==> config.mk <==
export PLATFORM = sky130hd
export DESIGN_NAME = jtbs_tap
export DESIGN_NICKNAME = d
export VERILOG_FILES = /design/src/jtbs_pkg.sv /design/src/jtbs_tap.sv /design/src/jtbs_sync.sv
export SDC_FILE = /design/constraint.sdc
export NUM_CORES = 2
export LEC_CHECK = 0
export ABC_AREA = 0
export ABC_CLOCK_PERIOD_IN_PS = 2100
export BUFFER_PORTS_ARGS = -buffer_cell sky130_fd_sc_hd__buf_4
export CORE_ASPECT_RATIO = 1.25
export CORE_MARGIN = 2
export CORE_UTILIZATION = 30
export DETAILED_ROUTE_END_ITERATION = 7
export HOLD_SLACK_MARGIN = 0.15
export RECOVER_POWER = 25
export SLEW_MARGIN = 20
export SYNTH_ARGS = -nofsm -noshare
export SYNTH_HDL_FRONTEND = slang
export SYNTH_SLANG_ARGS = --single-unit
==> constraint.sdc <==
create_clock -name CLK -period 2.1 [get_ports CLK]
set_clock_uncertainty 0.2 [all_clocks]
set_input_delay 0.105 -clock CLK [delete_from_list [all_inputs] [get_ports CLK]]
set_output_delay 0.105 -clock CLK [all_outputs]
set_load 0.005 [all_outputs]
==> src/jtbs_pkg.sv <==
// Shared constants and types for the boundary-scan test access port
package jtbs_pkg;

  // Instruction register
  localparam int IR_LEN = 10;
  localparam logic [IR_LEN-1:0] IR_EXTEST = 10'h000;
  localparam logic [IR_LEN-1:0] IR_CAPTURE = 10'h001;
  localparam logic [IR_LEN-1:0] IR_CFG_PROGRAM = 10'h002;
  localparam logic [IR_LEN-1:0] IR_SAMPLE = 10'h005;
  localparam logic [IR_LEN-1:0] IR_IDCODE = 10'h006;
  localparam logic [IR_LEN-1:0] IR_USERCODE = 10'h007;
  localparam logic [IR_LEN-1:0] IR_ANA_ACCESS = 10'h00E;
  localparam logic [IR_LEN-1:0] IR_BYPASS = 10'h3FF;

  // Identification word layout, MSB first
  localparam int ID_LEN = 32;
  localparam int ID_VER_W = 4;
  localparam int ID_PART_W = 16;
  localparam int ID_MFR_W = 11;
  localparam logic ID_LSB = 1'b1;

  // Reset values
  localparam logic BYP_CAPTURE = 1'b0;

  typedef enum logic [3:0] {
    TLR = 4'h0, RTI = 4'h1, SEL_DR = 4'h2, CAP_DR = 4'h3,
    SH_DR = 4'h4, EX1_DR = 4'h5, PA_DR = 4'h6, EX2_DR = 4'h7,
    UP_DR = 4'h8, SEL_IR = 4'h9, CAP_IR = 4'hA, SH_IR = 4'hB,
    EX1_IR = 4'hC, PA_IR = 4'hD, EX2_IR = 4'hE, UP_IR = 4'hF
  } jtbs_state_t;

  typedef enum logic [2:0] {
    OP_BYP = 3'h0, OP_SAMPLE = 3'h1, OP_EXTEST = 3'h2, OP_IDCODE = 3'h3,
    OP_USER = 3'h4, OP_CFG = 3'h5, OP_ANA = 3'h6
  } jtbs_op_t;

  // Saturation point of the consecutive TMS-high counter
  localparam logic [2:0] TMS_RESET_RUN = 3'h5;

endpackage

==> src/jtbs_tap.sv <==
// Boundary-scan test access port, oversampling the test clock on CLK
`timescale 1ns/1ps
module jtbs_tap import jtbs_pkg::*; #(
  parameter int BSR_LEN = 420,
  parameter bit HAS_BSCAN = 1'b1,
  parameter int ANA_W = 16,
  parameter logic [ID_VER_W-1:0] ID_VERSION = 4'h1,     // Arbitrary value
  parameter logic [ID_PART_W-1:0] ID_PART = 16'h5A3C,   // Arbitrary value
  parameter logic [ID_MFR_W-1:0] ID_MFR = 11'h2B5,      // Arbitrary value
  parameter logic [ID_LEN-1:0] USERCODE = 32'h0000_0000
) (
  // Clock and reset
  input wire logic CLK,
  input wire logic RST,
  // Serial test pins
  input wire logic TCK,
  input wire logic TMS,
  input wire logic TDI,
  output logic TDO,
  output logic TDO_OE,
  // Boundary cells
  input wire logic [BSR_LEN-1:0] PIN_IN,
  output logic [BSR_LEN-1:0] PIN_OUT,
  output logic PIN_TEST_MODE,
  // Configuration engine
  input wire logic CFG_BUSY,
  output logic CFG_BIT,
  output logic CFG_STROBE,
  // Embedded analyser
  input wire logic [ANA_W-1:0] ANA_PROBE,
  output logic [ANA_W-1:0] ANA_CTRL,
  output logic ANA_UPDATE
);

  localparam logic [ID_LEN-1:0] ID_WORD = {ID_VERSION, ID_PART, ID_MFR,
                                           ID_LSB};

  logic tck_s, tms_s, tdi_s, tck_prev_q, rise, fall;
  logic [BSR_LEN-1:0] pin_s, bsr_q, pin_out_q;
  jtbs_state_t state_q, state_d;
  jtbs_op_t op;
  logic [IR_LEN-1:0] ir_q, irsh_q;
  logic [ID_LEN-1:0] dr32_q;
  logic [ANA_W-1:0] ana_q, ana_ctrl_q;
  logic byp_q, tdo_q, tdo_oe_q, test_mode_q, cfg_bit_q, cfg_stb_q, ana_upd_q;
  logic [2:0] tms1_cnt_q;

  // One synchroniser for all pin inputs keeps their delays equal
  jtbs_sync #(.W(BSR_LEN + 3)) u_sync (
    .CLK(CLK), .RST(RST),
    .D({TCK, TMS, TDI, PIN_IN}),
    .Q({tck_s, tms_s, tdi_s, pin_s})
  );

  always_ff @(posedge CLK) begin
    if (RST) begin
      tck_prev_q <= 1'b0;
    end else begin
      tck_prev_q <= tck_s;
    end
  end

  assign rise = tck_s & ~tck_prev_q;
  assign fall = ~tck_s & tck_prev_q;

  function automatic jtbs_state_t tap_next(input jtbs_state_t s,
                                           input logic m);
    case (s)
      TLR: return m ? TLR : RTI;
      RTI: return m ? SEL_DR : RTI;
      SEL_DR: return m ? SEL_IR : CAP_DR;
      CAP_DR: return m ? EX1_DR : SH_DR;
      SH_DR: return m ? EX1_DR : SH_DR;
      EX1_DR: return m ? UP_DR : PA_DR;
      PA_DR: return m ? EX2_DR : PA_DR;
      EX2_DR: return m ? UP_DR : SH_DR;
      UP_DR: return m ? SEL_DR : RTI;
      SEL_IR: return m ? TLR : CAP_IR;
      CAP_IR: return m ? EX1_IR : SH_IR;
      SH_IR: return m ? EX1_IR : SH_IR;
      EX1_IR: return m ? UP_IR : PA_IR;
      PA_IR: return m ? EX2_IR : PA_IR;
      EX2_IR: return m ? UP_IR : SH_IR;
      UP_IR: return m ? SEL_DR : RTI;
      default: return TLR;
    endcase
  endfunction
  // Unsupported or blocked codes fall back to bypass, so a chain
  // stays intact whatever the host loads
  function automatic jtbs_op_t op_of(input logic [IR_LEN-1:0] ir,
                                     input logic busy);
    case (ir)
      IR_ANA_ACCESS: return OP_ANA;
      IR_IDCODE: return HAS_BSCAN ? OP_IDCODE : OP_BYP;
      IR_USERCODE: return HAS_BSCAN ? OP_USER : OP_BYP;
      IR_CFG_PROGRAM: return HAS_BSCAN ? OP_CFG : OP_BYP;
      IR_SAMPLE: return (HAS_BSCAN && !busy) ? OP_SAMPLE : OP_BYP;
      IR_EXTEST: return (HAS_BSCAN && !busy) ? OP_EXTEST : OP_BYP;
      default: return OP_BYP;
    endcase
  endfunction
  assign state_d = tap_next(state_q, tms_s);
  assign op = op_of(ir_q, CFG_BUSY);

  always_ff @(posedge CLK) begin
    if (RST) begin
      state_q <= TLR;
    end else if (rise) begin
      state_q <= state_d;
    end
  end

  // Instruction path
  always_ff @(posedge CLK) begin
    if (RST) begin
      irsh_q <= IR_CAPTURE;
      ir_q <= IR_IDCODE;
    end else if (state_q == TLR) begin
      ir_q <= IR_IDCODE;
    end else if (rise) begin
      case (state_q)
        CAP_IR: irsh_q <= IR_CAPTURE;
        SH_IR: irsh_q <= {tdi_s, irsh_q[IR_LEN-1:1]};
        UP_IR: ir_q <= irsh_q;
        default: irsh_q <= irsh_q;
      endcase
    end
  end

  // Bypass stage, also the one-bit path while configuration data flows
  always_ff @(posedge CLK) begin
    if (RST) begin
      byp_q <= BYP_CAPTURE;
    end else if (rise && (op == OP_BYP || op == OP_CFG)) begin
      if (state_q == CAP_DR) begin
        byp_q <= BYP_CAPTURE;
      end else if (state_q == SH_DR) begin
        byp_q <= tdi_s;
      end
    end
  end

  // Identification and user code share one 32-bit shifter
  always_ff @(posedge CLK) begin
    if (RST) begin
      dr32_q <= '0;
    end else if (rise && (op == OP_IDCODE || op == OP_USER)) begin
      if (state_q == CAP_DR) begin
        dr32_q <= (op == OP_IDCODE) ? ID_WORD : USERCODE;
      end else if (state_q == SH_DR) begin
        dr32_q <= {tdi_s, dr32_q[ID_LEN-1:1]};
      end
    end
  end

  // Boundary register; the extra top bit keeps a one-cell chain legal
  logic [BSR_LEN:0] bsr_ext;
  assign bsr_ext = {tdi_s, bsr_q};
  always_ff @(posedge CLK) begin
    if (RST) begin
      bsr_q <= '0;
      pin_out_q <= '0;
    end else if (rise && (op == OP_SAMPLE || op == OP_EXTEST)) begin
      case (state_q)
        CAP_DR: bsr_q <= pin_s;
        SH_DR: bsr_q <= bsr_ext[BSR_LEN:1];
        UP_DR: pin_out_q <= bsr_q;
        default: bsr_q <= bsr_q;
      endcase
    end
  end

  // Pins follow the update stage only under external test
  always_ff @(posedge CLK) begin
    if (RST) begin
      test_mode_q <= 1'b0;
    end else begin
      test_mode_q <= (op == OP_EXTEST);
    end
  end

  // Analyser access: capture probes at full speed, update controls
  logic [ANA_W:0] ana_ext;
  assign ana_ext = {tdi_s, ana_q};
  always_ff @(posedge CLK) begin
    if (RST) begin
      ana_q <= '0;
      ana_ctrl_q <= '0;
      ana_upd_q <= 1'b0;
    end else begin
      ana_upd_q <= 1'b0;
      if (rise && op == OP_ANA) begin
        case (state_q)
          CAP_DR: ana_q <= ANA_PROBE;
          SH_DR: ana_q <= ana_ext[ANA_W:1];
          UP_DR: begin
            ana_ctrl_q <= ana_q;
            ana_upd_q <= 1'b1;
          end
          default: ana_q <= ana_q;
        endcase
      end
    end
  end

  // Configuration stream: one strobe per shifted bit
  always_ff @(posedge CLK) begin
    if (RST) begin
      cfg_bit_q <= 1'b0;
      cfg_stb_q <= 1'b0;
    end else begin
      cfg_stb_q <= 1'b0;
      if (rise && state_q == SH_DR && op == OP_CFG) begin
        cfg_bit_q <= tdi_s;
        cfg_stb_q <= 1'b1;
      end
    end
  end

  // Serial output changes on the falling test clock edge
  logic sel_bit;
  always_comb begin
    sel_bit = byp_q;
    case (op)
      OP_IDCODE, OP_USER: sel_bit = dr32_q[0];
      OP_SAMPLE, OP_EXTEST: sel_bit = bsr_q[0];
      OP_ANA: sel_bit = ana_q[0];
      default: sel_bit = byp_q;
    endcase
  end

  always_ff @(posedge CLK) begin
    if (RST) begin
      tdo_q <= 1'b0;
      tdo_oe_q <= 1'b0;
    end else if (fall) begin
      tdo_oe_q <= (state_q == SH_DR) || (state_q == SH_IR);
      if (state_q == SH_IR) begin
        tdo_q <= irsh_q[0];
      end else if (state_q == SH_DR) begin
        tdo_q <= sel_bit;
      end else begin
        tdo_q <= 1'b0;
      end
    end
  end

  assign TDO = tdo_q;
  assign TDO_OE = tdo_oe_q;
  assign PIN_OUT = pin_out_q;
  assign PIN_TEST_MODE = test_mode_q;
  assign CFG_BIT = cfg_bit_q;
  assign CFG_STROBE = cfg_stb_q;
  assign ANA_CTRL = ana_ctrl_q;
  assign ANA_UPDATE = ana_upd_q;

  // Helper: run of consecutive TMS-high test clock rises
  always_ff @(posedge CLK) begin
    if (RST) begin
      tms1_cnt_q <= 3'h0;
    end else if (rise) begin
      if (!tms_s) begin
        tms1_cnt_q <= 3'h0;
      end else if (tms1_cnt_q != TMS_RESET_RUN) begin
        tms1_cnt_q <= tms1_cnt_q + 3'h1;
      end
    end
  end
endmodule

==> src/jtbs_sync.sv <==
// Two-stage synchroniser for pin inputs
`timescale 1ns/1ps
module jtbs_sync #(
  parameter int W = 1
) (
  // Clock and reset
  input wire logic CLK,
  input wire logic RST,
  // Asynchronous input and synchronised output
  input wire logic [W-1:0] D,
  output logic [W-1:0] Q
);

  // First stage is read only by the second stage
  logic [W-1:0] meta_q;

  always_ff @(posedge CLK) begin
    if (RST) begin
      meta_q <= '0;
      Q <= '0;
    end else begin
      meta_q <= D;
      Q <= meta_q;
    end
  end

endmodule

==> impl_results.md <==
- Synth Net Count: approximately 7,000
- Initial DRC Count: a little under 5,000
- Initial Utilization: 0.301
- Vias per cell: 5.02
- FF-to-FF path depth: 8
- Clock Latency Late Sink: slightly above 0.8 ns
- FMAX: 0.419 GHz
- Largest net degree at the start of global routing: 113
- Worst-margin pin slew: between 1 and 1.5 ns
- Synth top area share: 0.583
- Post-route ant nets: 0
- Worst vdd ir: 754 uV
- Initial antenna violation count: 30
- Overall power: approximately 73 mW
- Unrepaired setup endpoints after global routing: yes
- Register area: roughly 36,000 um^2
- Die Span Y: 509 um
- Filler Cell Count: about 18,000
- Initial DRT Pass Iterations: 7
- RD Place Congestion: ~0.87
- Critical Path AT: between 2 and 3 ns
- Leading area contributor after synthesis: dfxtp_1
- Via Count: 59,035
- Max cap viols: 0
- Footprint of the multi-input gates: between 20,000 and 25,000 um^2
- Max-slew headroom: 0.289
- Final core occ: 0.477
- Final nets: between 9,000 and 10,000
- Core Footprint: just over 200,000 um^2
- PortBufs: 883
- Sink Count: between 1,500 and 2,000
- Global-route wire length before repair: 355,000 um
- Lkg Pwr: ~36 nW
- P&R area growth vs syn: 58.3%
- CP Max Fanout: 7
- Total GRT Usage: 0.219
- Synthesized cell area: just over 60,000 um^2
- Synth warn: 0
- Synth Register Bits: between 1,500 and 2,000
- Clock Root Buffer: clkbuf_16
- Internal reg-to-reg setup slack: -0.29 ns
- Row count: between 150 and 200
- Detail Placement HPWL: roughly 140,000 um
- Worst R2R Start: state_q[2]$_SDFFE_PP0P_
- Total gr overflow: 0
- # H-tree levels: 4
- Outcome: finished with violations
- Largest cells by area after synthesis: dfxtp_1 (58%), nor2b_1 (8.7%), a21oi_1 (7.7%)
- Pwr Density: 756 nW/um^2
- Crit. End Element: register
- Clk slew on worst S/H paths: around 0.070 ns
- IO Count: around 880
- Hold Violations, Final: 0
- Die ar.: around 210,000 um^2
- Hold Path Cell Cnt: 1
- Synth cell types: just under 50
- RR Endpoint: bsr_q[46]$_SDFFE_PP0P_
- Crit share post-route: 1.14
- Kind of critical path: reg2reg
- Cell with the most instances after synthesis: dfxtp_1
- Hold endpoint: u_sync.Q[59]$_SDFF_PP0_
- Register area share after synthesis: 0.583
- Critical Path Start Type: register
- Asr flop ratio synth: 0
- Vias in the first global route: ~60,000
- Mean Syn Cell Area: around 9.3 um^2
- TritonCTS clock tree: built
- Slew Viols, Final: 0
- Critical Path RT: 2.56 ns
- Post-synth EDFFs: 0
- Top post-synthesis cells by count: dfxtp_1 (1,782), a21oi_1 (946), nand2_1 (892), nor2b_1 (852), clkbuf_1 (476)
- # setup viols final: roughly 800
- DRC viols: 0
- WL per Instance: 20.9 um
- Post-Place Setup Slack: -0.383 ns
- Final setup margin: -0.288 ns
- Die Width: around 410 um
- Min Tclk post-route: between 2 and 2.5 ns
- Final Routed Wirelength: 246,000 um
- Worst hold margin: between 0.15 and 0.2 ns
- Ys flop type: dfxtp_1
- Share of layout cells above drive strength 1: 0.214
- Cell count after synthesis: around 6,600
- Failing checks: negative setup slack
- Hold path startpoint: u_sync.meta_q[59]$_SDFF_PP0_
- Hold WC Path Type: reg2reg
- Clock Path Buffers: 3
- Cts bufs inserted: around 180
[worst max-delay path, cell delays in order, from the launching register on]
cell and delay (ns):
dfxtp_2 0.34, or3b_4 0.40, a211oi_4 0.31, buf_12 0.21, buf_16 0.18, buf_12 0.13, clkbuf_16 0.15, a21oi_2 0.05
a311oi_1 0.25
[report_power, final]
group	leakage [nW]	switching [mW]	internal [mW]
Clock	3.06	14.2	19.9
Sequential	14.5	0.245	34.6
Combinational	18.8	1.63	2.71
Total	36.4	16.1	57.1
[how the worst max path moves through the flow]
| stage | startpoint | endpoint | slack [ns] | depth (start not counted) |
|---|---|---|---|---|
| detailed placement | ir_q[6]$_SDFFE_PP0P_ | PIN_OUT[117]$_SDFFE_PP0P_ | -0.38 | 8 |
| CTS | state_q[2]$_SDFFE_PP0P_ | bsr_q[65]$_SDFFE_PP0P_ | -0.25 | 11 |
| global route | state_q[2]$_SDFFE_PP0P_ | bsr_q[46]$_SDFFE_PP0P_ | -0.36 | 8 |
| floorplan | ir_q[6]$_SDFFE_PP0P_ | ana_q[10]$_SDFFE_PP0P_ | -0.09 | 7 |
| finish | state_q[2]$_SDFFE_PP0P_ | bsr_q[46]$_SDFFE_PP0P_ | -0.29 | 8 |
| global placement | ir_q[6]$_SDFFE_PP0P_ | PIN_OUT[174]$_SDFFE_PP0P_ | -0.37 | 8 |
[metal layers]
layer / track usage / vias to the layer above / part of all wire
met2: 0.351 / 2646 / 0.46
met1: 0.283 / 28411 / 0.43
met5: 0 / - / 0.00041
li1: - / 27429 / -
met3: 0.0438 / 533 / 0.073
met4: 0.0988 / 16 / 0.046
[through the flow]
step | TNS, ns | cell area, um^2 | instances
after floorplan | -2.15 | 61400 | 6605
after global placement | -224.98 | 73100 | 9950
after detailed placement | -232.70 | 73100 | 9950
after CTS | -88.88 | 95200 | 11670
after global routing | -174.75 | 96800 | 11738
final | -95.36 | 96900 | 11754
[sequential cells by signal (all words and copies together), names as in the netlist, 4 cells and up]
signal and count:
ANA_CTRL 16, ir_q 10, dr32_q 32, state_q 4
PIN_OUT 420, u_sync.meta_q 423, u_sync.Q 423, irsh_q 10
ana_q 16, bsr_q 420
[layout make-up]
| type | count | share of cell area |
|---|---|---|
| multi-input combinational | 4155 | 0.244 |
| antenna | 23 | 0.000594 |
| inverter | 3 | 0.000116 |
| tap | 2711 | 0.0350 |
| sequential | 1782 | 0.368 |
| timing repair buffer | 2756 | 0.288 |
| clock buffer | 237 | 0.0510 |
| clock inverter | 87 | 0.0136 |
[timing repair]
| action | CTS | global route |
|---|---|---|
| setup buffers | 68 | 26 |
| cloned | 44 | 46 |
| hold buffers | 1285 | 0 |
| resized for setup | 248 | 172 |
| endpoints found under the setup margin | 908 | 908 |
| pin swaps | 101 | 171 |
| hold endpoints to repair | 1757 | 0 |
[kinds of logic after synthesis]
group | after synthesis | synth area share
muxes | 2 | 0.000327
DFF | 1782 | 0.583
buffers and inverters | 668 | 0.0467
AOI/OAI and AO/OA | 1883 | 0.182
xor gates and xnor gates | 3 | 0.000430
and+or+nand+nor | 2267 | 0.187
[layout by cell type, fill, tap and decap left out, types with 33 or more instances in the layout]
master,n
dfxtp_1,1780
dlygate4sd3_1,1285
buf_4,1115
nand2_1,889
a21oi_1,879
nor2b_1,851
o21ai_0,430
nand3_1,412
a311oi_1,391
clkbuf_16,217
buf_12,124
a21oi_2,64
buf_16,61
clkbuf_1,58
buf_6,55
a311oi_2,44
o21ai_1,35
buf_8,35
clkinv_2,33
(Power assumes the default switching activity.)
